`src/gpc_regs.vh`:
```
// Constants shared by the dual counter/timer block.
//
// How it works
// (RL1) Two counters, each 32 bits wide.
// (RL2) Edge mode counts chosen source edge polarity.
// (RL3) Live count readable without disturbing counting.
// (RL4) Active gate pause blocks source edges.
// (RL5) Sample edge captures cumulative count, no clear.
// (RL6) Sample clock is gate, edge selectable.
// (RL7) Buffered edge counting starts at arm.
// (RL8) Direction: up, down, or direction input.
// (RL9) Pulse width counts edges while gate active.
// (RL10) Armed during active pulse waits next one.
// (RL11) Single width saves on trailing edge, stops.
// (RL12) Buffered width saves and queues each pulse.
// (RL13) Period counts between same-polarity gate edges.
// (RL14) Single period saves on second edge, stops.
// (RL15) Buffered period saves and queues each period.
// (RL16) Buffered period first value may be partial.
// (RL17) Buffered semi-period saves on every gate edge.
// (RL18) Single semi-period equals single pulse width.
// (RL19) Source should pulse between gate edges.
// (RL20) Frequency: signal on gate, timebase on source.
// (RL21) Seven selectable inputs per counter.
// (RL22) Count wraps modulo two to the 32.
// (RL23) Captures queued in order; overflow flagged.
`ifndef GPC_REGS_VH
`define GPC_REGS_VH

// Measurement mode codes.
`define GPC_MODE_EDGE 3'h0
`define GPC_MODE_EDGE_BUF 3'h1
`define GPC_MODE_PW_ONE 3'h2
`define GPC_MODE_PW_BUF 3'h3
`define GPC_MODE_PER_ONE 3'h4
`define GPC_MODE_PER_BUF 3'h5
`define GPC_MODE_SEMI_ONE 3'h6
`define GPC_MODE_SEMI_BUF 3'h7

// Direction mode codes.
`define GPC_DIR_UP 2'h0
`define GPC_DIR_DOWN 2'h1
`define GPC_DIR_PIN 2'h2

// Sizes and reset values.
`define GPC_COUNT_W 32
`define GPC_NUM_INPUTS 7
`define GPC_FIFO_DEPTH 32
`define GPC_COUNT_RST 32'h00000000

`endif

```
`src/gpc_top.v`:
```
// Dual general-purpose counter/timer with capture queues.
`timescale 1ns/10ps
`include "gpc_regs.vh"

// ==========================================================
// Capture queue
// ==========================================================

// Simple synchronous FIFO; full and empty are exact.
module gpc_fifo #(
  parameter W = 32,
  parameter D = 32,
  parameter AW = 5
) (
  input wire clk_i,
  input wire rst_n_i,
  input wire in_valid_i,
  output wire in_ready_o,
  input wire [W-1:0] in_data_i,
  output wire out_valid_o,
  input wire out_ready_i,
  output wire [W-1:0] out_data_o
);
  reg [W-1:0] mem [0:D-1];
  reg [AW:0] wp;
  reg [AW:0] rp;
  wire [AW:0] used;
  wire wr_go;
  wire rd_go;

  // Pointers carry one extra bit so full and empty differ.
  assign used = wp - rp;
  assign in_ready_o = (used != D[AW:0]);
  assign out_valid_o = (used != {(AW+1){1'b0}});
  assign wr_go = in_valid_i & in_ready_o;
  assign rd_go = out_valid_o & out_ready_i;
  assign out_data_o = mem[rp[AW-1:0]];

  // Storage is written only; no reset needed on data.
  always @(posedge clk_i) begin
    if (wr_go) begin
      mem[wp[AW-1:0]] <= in_data_i;
    end
  end

  // Pointer update.
  always @(posedge clk_i or negedge rst_n_i) begin
    if (!rst_n_i) begin
      wp <= {(AW+1){1'b0}};
      rp <= {(AW+1){1'b0}};
    end else begin
      if (wr_go) begin
        wp <= wp + {{AW{1'b0}}, 1'b1};
      end
      if (rd_go) begin
        rp <= rp + {{AW{1'b0}}, 1'b1};
      end
    end
  end
endmodule

// ==========================================================
// One counter channel
// ==========================================================

// Inputs arrive already synchronised. Changing a select while
// armed can look like an edge, so reconfigure while idle.
module gpc_chan #(
  parameter CW = `GPC_COUNT_W
) (
  input wire clk_i,
  input wire rst_n_i,
  input wire [6:0] sig_i,
  input wire arm_i,
  input wire disarm_i,
  input wire [2:0] mode_i,
  input wire pause_en_i,
  input wire [2:0] src_sel_i,
  input wire [2:0] gate_sel_i,
  input wire [2:0] dir_sel_i,
  input wire src_fall_i,
  input wire gate_low_i,
  input wire [1:0] dir_mode_i,
  input wire push_ready_i,
  input wire ovf_clr_i,
  output reg [CW-1:0] count_o,
  output reg [CW-1:0] save_o,
  output reg push_o,
  output reg ovf_o,
  output wire armed_o,
  output wire done_o
);
  localparam [3:0] ST_IDLE = 4'b0001;
  localparam [3:0] ST_WAIT = 4'b0010;
  localparam [3:0] ST_RUN = 4'b0100;
  localparam [3:0] ST_DONE = 4'b1000;
  localparam [CW-1:0] ONE = {{(CW-1){1'b0}}, 1'b1};

  reg [3:0] state;
  reg src_d;
  reg act_d;
  wire [7:0] sigs;
  wire src_lv;
  wire act;
  wire dir_up;
  wire s_edge;
  wire act_rise;
  wire act_fall;
  wire is_pw;
  wire up;
  wire [CW-1:0] cnt_inc;
  wire [CW-1:0] cnt_step;

  // Seven inputs selectable; code 7 picks a constant low.
  assign sigs = {1'b0, sig_i}; // see (RL21)
  assign src_lv = sigs[src_sel_i] ^ src_fall_i;
  assign act = sigs[gate_sel_i] ^ gate_low_i;
  assign dir_up = sigs[dir_sel_i];

  // Edge detectors on the polarity-adjusted levels.
  assign s_edge = src_lv & ~src_d; // see (RL2)
  assign act_rise = act & ~act_d; // see (RL6)
  assign act_fall = ~act & act_d;

  // Single semi-period shares the pulse-width path.
  assign is_pw = (mode_i == `GPC_MODE_PW_ONE) |
                 (mode_i == `GPC_MODE_PW_BUF) |
                 (mode_i == `GPC_MODE_SEMI_ONE); // see (RL18)

  // Direction applies to edge counting only.
  assign up = (dir_mode_i == `GPC_DIR_UP) ? 1'b1 :
              (dir_mode_i == `GPC_DIR_DOWN) ? 1'b0 :
              dir_up; // see (RL8)
  assign cnt_inc = count_o + ONE;
  // Plain binary add and subtract wrap on their own.
  assign cnt_step = up ? cnt_inc : count_o - ONE; // see (RL22)

  assign armed_o = state[2] | state[1];
  assign done_o = state[3];

  // Previous levels for the edge detectors.
  always @(posedge clk_i or negedge rst_n_i) begin
    if (!rst_n_i) begin
      src_d <= 1'b0;
      act_d <= 1'b0;
    end else begin
      src_d <= src_lv;
      act_d <= act;
    end
  end

  // Overflow is sticky; a new overflow beats a clear.
  always @(posedge clk_i or negedge rst_n_i) begin
    if (!rst_n_i) begin
      ovf_o <= 1'b0;
    end else if (push_o & ~push_ready_i) begin
      ovf_o <= 1'b1; // see (RL23)
    end else if (ovf_clr_i) begin
      ovf_o <= 1'b0;
    end
  end

  // Main sequencer. The live count is just the register, so
  // reading it never disturbs counting.
  always @(posedge clk_i or negedge rst_n_i) begin
    if (!rst_n_i) begin
      state <= ST_IDLE;
      count_o <= `GPC_COUNT_RST; // see (RL3)
      save_o <= `GPC_COUNT_RST;
      push_o <= 1'b0;
    end else begin
      push_o <= 1'b0;
      if (disarm_i) begin
        state <= ST_IDLE;
      end else if (arm_i) begin
        count_o <= `GPC_COUNT_RST;
        // Width and single period wait for a gate edge;
        // the others start counting at the arm itself.
        if (is_pw | (mode_i == `GPC_MODE_PER_ONE)) begin
          state <= ST_WAIT; // see (RL10)
        end else begin
          state <= ST_RUN; // see (RL7) (RL16)
        end
      end else begin
        case (state)
          ST_IDLE: begin
            state <= ST_IDLE;
          end
          ST_WAIT: begin
            // Only a fresh transition into active starts.
            if (act_rise) begin
              state <= ST_RUN; // see (RL10) (RL13)
              count_o <= `GPC_COUNT_RST;
            end
          end
          ST_RUN: begin
            case (mode_i)
              `GPC_MODE_EDGE: begin
                if (s_edge & ~(pause_en_i & act)) begin
                  count_o <= cnt_step; // see (RL4)
                end
              end
              `GPC_MODE_EDGE_BUF: begin
                if (s_edge) begin
                  count_o <= cnt_step;
                end
                // Sample without clearing the count.
                if (act_rise) begin
                  save_o <= count_o; // see (RL5)
                  push_o <= 1'b1;
                end
              end
              `GPC_MODE_PER_ONE: begin
                if (act_rise) begin
                  save_o <= count_o; // see (RL14)
                  state <= ST_DONE;
                end else if (s_edge) begin
                  count_o <= cnt_inc; // see (RL13) (RL20)
                end
              end
              `GPC_MODE_PER_BUF,
              `GPC_MODE_SEMI_BUF: begin
                // Semi-period closes on either gate edge.
                if (act_rise | ((mode_i == `GPC_MODE_SEMI_BUF)
                    & act_fall)) begin
                  save_o <= count_o; // see (RL15) (RL17)
                  push_o <= 1'b1;
                  // A source edge in the closing cycle
                  // belongs to the next interval.
                  count_o <= s_edge ? ONE : `GPC_COUNT_RST;
                end else if (s_edge) begin
                  count_o <= cnt_inc; // see (RL19)
                end
              end
              default: begin
                // Pulse-width family.
                if (act_fall) begin
                  save_o <= count_o;
                  if (mode_i == `GPC_MODE_PW_BUF) begin
                    push_o <= 1'b1; // see (RL12)
                    state <= ST_WAIT;
                  end else begin
                    state <= ST_DONE; // see (RL11)
                  end
                end else if (s_edge) begin
                  count_o <= cnt_inc; // see (RL9)
                end
              end
            endcase
          end
          ST_DONE: begin
            // Further gate and source edges are ignored.
            state <= ST_DONE;
          end
          default: begin
            state <= ST_IDLE;
          end
        endcase
      end
    end
  end
endmodule

// ==========================================================
// Top level: two channels, synchronisers and queues
// ==========================================================

// Counter n uses bits [7n+6:7n] of the input vector and
// field n of each packed configuration port.
module gpc_top #(
  parameter CW = `GPC_COUNT_W,
  parameter DEPTH = `GPC_FIFO_DEPTH,
  parameter AW = 5
) (
  input wire clk_i,
  input wire rst_n_i,
  input wire [13:0] in_sig_i,
  input wire [1:0] arm_i,
  input wire [1:0] disarm_i,
  input wire [5:0] mode_i,
  input wire [1:0] pause_en_i,
  input wire [5:0] src_sel_i,
  input wire [5:0] gate_sel_i,
  input wire [5:0] dir_sel_i,
  input wire [1:0] src_fall_i,
  input wire [1:0] gate_low_i,
  input wire [3:0] dir_mode_i,
  input wire [1:0] ovf_clr_i,
  input wire [1:0] q_ready_i,
  output wire [2*CW-1:0] count_o,
  output wire [2*CW-1:0] save_o,
  output wire [1:0] armed_o,
  output wire [1:0] done_o,
  output wire [1:0] ovf_o,
  output wire [1:0] q_valid_o,
  output wire [2*CW-1:0] q_data_o
);
  reg [13:0] sync1;
  reg [13:0] sync2;

  // Pins and other-domain signals get two flip-flops first.
  always @(posedge clk_i or negedge rst_n_i) begin
    if (!rst_n_i) begin
      sync1 <= 14'h0000;
      sync2 <= 14'h0000;
    end else begin
      sync1 <= in_sig_i;
      sync2 <= sync1;
    end
  end

  genvar n;
  generate
    for (n = 0; n < 2; n = n + 1) begin : g_ch
      wire push;
      wire push_ready;
      wire [CW-1:0] save;

      // One independent counter per channel.
      gpc_chan #(.CW(CW)) u_chan ( // see (RL1)
        .clk_i(clk_i),
        .rst_n_i(rst_n_i),
        .sig_i(sync2[7*n+6:7*n]),
        .arm_i(arm_i[n]),
        .disarm_i(disarm_i[n]),
        .mode_i(mode_i[3*n+2:3*n]),
        .pause_en_i(pause_en_i[n]),
        .src_sel_i(src_sel_i[3*n+2:3*n]),
        .gate_sel_i(gate_sel_i[3*n+2:3*n]),
        .dir_sel_i(dir_sel_i[3*n+2:3*n]),
        .src_fall_i(src_fall_i[n]),
        .gate_low_i(gate_low_i[n]),
        .dir_mode_i(dir_mode_i[2*n+1:2*n]),
        .push_ready_i(push_ready),
        .ovf_clr_i(ovf_clr_i[n]),
        .count_o(count_o[CW*n+CW-1:CW*n]),
        .save_o(save),
        .push_o(push),
        .ovf_o(ovf_o[n]),
        .armed_o(armed_o[n]),
        .done_o(done_o[n])
      );
      assign save_o[CW*n+CW-1:CW*n] = save;

      // Captures queue in order; a full queue drops the
      // capture and the channel flags it.
      gpc_fifo #(.W(CW), .D(DEPTH), .AW(AW)) u_fifo ( // see (RL23)
        .clk_i(clk_i),
        .rst_n_i(rst_n_i),
        .in_valid_i(push),
        .in_ready_o(push_ready),
        .in_data_i(save),
        .out_valid_o(q_valid_o[n]),
        .out_ready_i(q_ready_i[n]),
        .out_data_o(q_data_o[CW*n+CW-1:CW*n])
      );
    end
  endgenerate
endmodule

```
`config.mk`:
```
export PLATFORM = sky130hd
export DESIGN_NAME = gpc_top
export DESIGN_NICKNAME = d
export VERILOG_FILES = /design/src/gpc_top.v
export VERILOG_INCLUDE_DIRS = /design/src /design/src/src
export SDC_FILE = /design/constraint.sdc
export NUM_CORES = 2
export LEC_CHECK = 0
export BUFFER_PORTS_ARGS = -buffer_cell sky130_fd_sc_hd__buf_2
export CAP_MARGIN = 20
export CORE_MARGIN = 10
export CORE_UTILIZATION = 52
export DETAILED_ROUTE_END_ITERATION = 10
export GPL_TIMING_DRIVEN = 0
export PLACE_DENSITY = 0.68
export SLEW_MARGIN = 10
export SYNTH_ARGS = -nofsm -noshare
export SYNTH_HDL_FRONTEND = slang
export SYNTH_HIERARCHICAL = 1
export SYNTH_SLANG_ARGS = --single-unit
```
`constraint.sdc`:
```
create_clock -name clk_i -period 9.9 [get_ports clk_i]
set_input_delay 0.495 -clock clk_i [delete_from_list [all_inputs] [get_ports clk_i]]
set_output_delay 0.495 -clock clk_i [all_outputs]
set_load 0.1 [all_outputs]
```
Word-level counts from Yosys, hierarchy flattened

Memories as Yosys holds them, arrays and structs flattened.
Cells that the tools add are included.

RAM bits: 2048
Logic and storage cells: 248
Output and inout bits: 200
Memories kept: 2
Flip-flop bits (word level): 196

Muxes and demuxes: 90
Reductions and logical operators: 26
Order comparisons: 6
Bitwise logic cells: 48
Equal/unequal tests: 46
Add/sub/neg operators: 10

Memories:

| memory             | words | width | rd ports | clocked after memory_dff | write ports | RTL line     | text |
|---|---|---|---|---|---|---|---|
| g_ch[0].u_fifo.mem | 32    | 32    | 1        | 0                        | 1           | gpc_top.v:24 | `reg [W-1:0] mem [0:D-1];` |
| g_ch[1].u_fifo.mem | 32    | 32    | 1        | 0                        | 1           | gpc_top.v:24 |  |

Operators with widths:

| kind                  | count |
|---|---|
| $mux 32               | 24 |
| $pmux 32 s4           | 2 |
| $pmux 32 s3           | 2 |
| $pmux 32 s2           | 2 |
| $add 32x1->32 const B | 2 |
| $sub 32x1->32 const B | 2 |
| $mux 4                | 12 |
| $mux 1                | 34 |
| $reduce_and 7->1      | 4 |
| $add 6x1->6 const B   | 4 |
| $eq 3x3->1 const B    | 8 |
| $lt 3x4->1 const B    | 6 |
| $ne 4x3->1 const B    | 6 |
| $pmux 4 s3            | 2 |
| $and 1x1->1           | 18 |
| $bmux 1 s3            | 6 |
| $ne 4x4->1 const B    | 4 |
| $not 1->1             | 16 |
| $pmux 4 s2            | 2 |
| $ne 7x7->1 const B    | 2 |
| $eq 3x2->1 const B    | 4 |
| $ne 6x6->1 const B    | 2 |
| $reduce_bool 3->1     | 4 |
| $reduce_bool 6->1     | 2 |
| 20 further kinds      | 56 |

Longest topological paths before layout

Word-level depth: 12
Mapped depth: 12
Mapped depth without buffers: 9

Modules after synthesis

The synthesis kept the hierarchy.

Modules (own cells, without submodules):

| module                     | area an instance (um^2) | times used | cells an instance |
|---|---|---|---|
| gpc_fifo at g_ch[0].u_fifo | 39845.7                 | 1          | 1649 |
| gpc_fifo at g_ch[1].u_fifo | 39835.7                 | 1          | 1649 |
| gpc_chan at g_ch[0].u_chan | 5343.9                  | 1          | 622 |
| gpc_chan at g_ch[1].u_chan | 5272.6                  | 1          | 621 |
| gpc_top                    | 700.7                   | 1          | 28 |

Worst setup path after synthesis

No wires, ideal clock.

Kind: reg-to-reg
From: register g_ch[0].u_fifo.rp[4]
To: memory g_ch[0].u_fifo.mem[23][0], enable pin
Clock period less this slack: 5439 ps
Slack: 4461 ps
Arrival: 4972 ps
Library setup time: 468 ps
Cell stages (with the launch flop): 12
Data required time: 9432 ps
Cells stage by stage: dfrtp_1 > clkinv_1 > buf_4 > buf_1 > ha_1 > and2_1 > o21a_1 > a31o_1 > o211ai_1 > buf_2 > nand4_1 > nor3b_1

Cells in the longest elaborated chain, start to end: 5

RTL lines:

| item                         | RTL line      | text |
|---|---|---|
| from (decl)                  | gpc_top.v:26  | `reg [AW:0] rp;` |
| from (signal assigned)       | gpc_top.v:50  | `rp <= {(AW+1){1'b0}};` |
| from (signal assigned)       | gpc_top.v:56  | `rp <= rp + {{AW{1'b0}}, 1'b1};` |
| $sub 6x6->6                  | gpc_top.v:32  | `assign used = wp - rp;` |
| $ne 6x6->1                   | gpc_top.v:33  | `assign in_ready_o = (used != D[AW:0]);` |
| net g_ch[0].push_ready       | gpc_top.v:316 | `wire push_ready;` |
| $and 1x1->1                  | gpc_top.v:35  | `assign wr_go = in_valid_i & in_ready_o;` |
| $mux 1                       | gpc_top.v:41  | `if (wr_go) begin` |
| $mux 1 (implied by the code) | gpc_top.v:42  | `mem[wp[AW-1:0]] <= in_data_i;` |
| to (decl)                    | gpc_top.v:24  |  |

The timed path passes the listed nets, and every way through them passes these cells.

Worst setup path in the final report

From: register g_ch[1].u_fifo.rp[1]
To: memory g_ch[1].u_fifo.mem[29][4], enable pin

Cells in the longest elaborated chain, start to end: 5

RTL lines:

| item                         | RTL line |
|---|---|
| from (decl)                  | gpc_top.v:26 |
| from (signal assigned)       | gpc_top.v:50 |
| from (signal assigned)       | gpc_top.v:56 |
| $sub 6x6->6                  | gpc_top.v:32 |
| $ne 6x6->1                   | gpc_top.v:33 |
| net g_ch[1].push_ready       | gpc_top.v:316 |
| $and 1x1->1                  | gpc_top.v:35 |
| $mux 1                       | gpc_top.v:41 |
| $mux 1 (implied by the code) | gpc_top.v:42 |
| to (decl)                    | gpc_top.v:24 |

The timed path passes the listed nets, and every way through them passes these cells.

==> results_dict.tcl <==
set metrics [dict create \
    finalWirelength_mm 242 \
    tns_ns 0 \
    final_nets 5277 \
    dr.pass1.iters 8 \
    synth.avg_cell_area_um2 19.9 \
    cts_hold_buf 25 \
    r2r-start "g_ch[1].u_fifo/rp[1]" \
    grt_pass1_vias 49100 \
    worstMarginPinSlew_ns 1.17 \
    cts.reportedPaths.clkPinSlew_ns 0.06 \
    clock-root-buffer "clkbuf_16" \
    io_buffers 252 \
    crit_chain "clkbuf_1 -> clkbuf_1 -> clkbuf_1 -> inv_1 -> ha_1 -> nand2b_1 -> a21oi_1 -> o32ai_1 -> o211ai_2 -> nand3_1 -> nor2_4 -> buf_16" \
    ys.flop_type "edfxtp_1" \
    ys.warnings.count 6 \
    dieWidth_um 438 \
    synth_cells 4569 \
    synth_cell_types 104 \
    fin_worst_skew_ns 0.0278 \
    synth-edff-count 2048 \
    fin_crit_sh 0.583 \
    path_class "flip-flop to flip-flop" \
    power_density_nw_per_um2 232 \
    routedWlPerCell_um 31.4 \
    startpoint "g_ch[1].u_fifo/rp[1]" \
    coreArea_um2 174000 \
    drv_cap 0 \
    min_from "q_ready_i[0]" \
    yosysTopAreaCell "edfxtp_1" \
    syn_area_um2 91000 \
    hpwlAfterDp_mm 161 \
    finalHoldViolCount 0 \
    place.gp.congestion 0.929 \
    p_clk_frac 0.328 \
    synth_top_area_share 0.676 \
    drive_gt1_frac 0.304 \
    drt_iter0_drc 6276 \
    fmax_ghz 0.173 \
    status "complete, no violations" \
    die_area_um2 192000 \
    start_kind "flip-flop" \
    worst_slew_margin_rel 0.221 \
    syn-num-nets 4651 \
    fp.dieH_um 438 \
    clock_latency_ns 0.87 \
    grt_pass1_wl_mm 350 \
    viasPerCell 6.38 \
    grt_usage 0.250 \
    peakVddDrop_mv 0.312 \
    grt-ovfl-total 0 \
    syn_to_final_growth_pct 16.3 \
    synth-seq-area-share 0.730 \
    crit_top_cell "clkbuf_1" \
    cpPeakStageDelay_ns 0.91 \
    power_mw 24.6 \
    drc 0 \
    clock-sinks 2244 \
    internal-power_mw 16.8 \
    rows 153 \
    power.switching_mw 7.80 \
    dp.cells 7238 \
    slowest_stage "nor2_4" \
    p_sw_frac 0.317 \
    end_kind "flip-flop" \
    initial_core_util 0.523 \
    p_seq_frac 0.419 \
    yosys_register_bits 2244 \
    cts_buffer_depth 3 \
    p_leak_nw 33.6 \
    cts_buffers 218 \
    required_ns 10.46 \
    rsz0062_at_grt "no" \
    drv_slew 0 \
    tritoncts "yes" \
    fillers 12100 \
    grt_antenna_before_repair 11 \
    pin_count 258 \
    holdCritPathClass "input pin to flip-flop" \
    critPathArrivalTime_ns 6.33 \
    num_vias 49200 \
    grt_max_degree 82 \
    fin_crit_ns 5.78 \
    ys_top_cells_by_area "edfxtp_1, mux4_2, dfrtp_1" \
    htreeDepth 4 \
    ant_nets 0 \
    setup_violations 0 \
    final-instance-count-excl-fill 7716 \
    cts.repair.resized 0 \
    cts_setup_buffers 0 \
    async_reset_ff_frac 0.0873 \
    cp_max_fo 17 \
    combPwrFrac 0.253 \
]
power by group through the flow:
stage | Sequential [mW] | Clock, mW | Combinational (mW)
floorplan | 10.5 | 0 | 4.38
global placement | 10.5 | 0 | 6.18
detailed placement | 10.5 | 0 | 6.22
CTS | 10.3 | 8.18 | 6.24
global route | 10.3 | 8.54 | 6.50
finish | 10.3 | 8.05 | 6.21
sequential cells by signal, summed over array words and instances, names as in the netlist:
signal               cells
sync2                   14
g_ch.u_chan/ovf_o        2
g_ch.u_fifo/mem       2048
g_ch.u_fifo/rp          12
g_ch.u_fifo/wp          12
g_ch.u_chan/push_o       2
g_ch.u_chan/count_o     64
g_ch.u_chan/state        8
g_ch.u_chan/act_d        2
sync1                   14
g_ch.u_chan/save_o      64
g_ch.u_chan/src_d        2
synthesized netlist by cell type, types with 12 or more instances:
cell type / count
and2_1: 12
o211ai_1: 15
or2_2: 15
nand3b_1: 16
nand2b_1: 14
nor3_1: 64
mux2_2: 66
a31oi_1: 24
nor2_1: 161
o21ai_0: 82
a311oi_1: 15
buf_1: 18
mux2i_1: 26
o22ai_1: 17
clkbuf_1: 147
nand4_1: 27
edfxtp_1: 2048
or3_1: 26
mux4_2: 640
a21oi_1: 54
buf_6: 54
xnor2_1: 33
ha_1: 24
buf_2: 45
o2bb2ai_1: 12
dfrtp_1: 194
nand2_1: 309
nand3_1: 73
o32ai_1: 13
inv_1: 40
and3_1: 26
xor2_1: 16
path summary, 6_finish.rpt:
check | to | slack [ns] | cells after the start
min in group asynchronous | g_ch[0].u_chan/save_o[20] | 0.17 | 2
max reg2reg | g_ch[1].u_fifo/mem[29][4] | 4.12 | 12
min reg2reg | sync2[11] | 0.35 | 0
max | g_ch[1].u_fifo/mem[29][4] | 4.12 | 12
min | g_ch[0].u_fifo/rp[2] | 0.10 | 4
max in group asynchronous | g_ch[1].u_chan/save_o[27] | 8.50 | 4
per-stage QoR:
| step | setup WS, ns | util | instance area [µm²] | hold slack, ns |
|---|---|---|---|---|
| floorplan | 4.46 | - | 91000 | 0.199 |
| global placement | 0.792 | 0.547 | 95200 | 0.331 |
| detailed placement | 4.24 | 0.562 | 97700 | 0.335 |
| CTS | 4.20 | 0.603 | 105000 | 0.0258 |
| global route | 3.89 | 0.608 | 106000 | 0.0763 |
| finish | 4.12 | 0.608 | 106000 | 0.104 |
layout by cell type, fill, tap and decap left out, types with 73 or more instances in the layout:
cell type | synthesis | final
nand2_1 | 309 | 309
o21ai_0 | 82 | 82
mux4_2 | 640 | 640
nand3_1 | 73 | 73
nor2_1 | 161 | 99
buf_2 | 45 | 296
edfxtp_1 | 2048 | 2048
clkbuf_1 | 147 | 196
dfrtp_1 | 194 | 176
clkbuf_16 | 0 | 230
worst max-delay path, delay by kind of cell (launching register included):
kind                       cells  cell delay [ns]
adders and majority gates      1             0.32
and+or+nand+nor                3             1.73
AOI/OAI and AO/OA              3             0.80
DFF                            1             0.49
buffers and inverters          5             2.10
per-layer routing:
layer	vias to the layer above	wire length, µm	GRT usage
li1	20200	-	-
met1	26100	97800	0.364
met2	2600	113000	0.383
met3	348	23600	0.0536
met4	0	7310	0.0754
met5	-	0	0
cells by family after synthesis:
| logic type | share of synthesized area |
|---|---|
| flip-flops | 0.730 |
| AND/OR/NAND/NOR | 0.0432 |
| multiplexers | 0.170 |
| AO/OA/AOI/OAI | 0.0305 |
| buffers and inverters | 0.0184 |
| XOR/XNOR | 0.00489 |
| adder cells (fa/ha/maj) | 0.00352 |
layout make-up:
type,count,area (µm²),share of cell area
flip-flops and latches,2244,66400,0.628
multi-input cells,2009,23400,0.221
clock buffers,274,5790,0.0547
repair buffers,406,4480,0.0424
well taps,2325,2910,0.0275
plain buffers,270,1510,0.0142
clock inverters,135,1140,0.0108
inverters,46,173,0.00163
diodes,7,17.5,0.000165
Power figures use the tool's default switching activity.
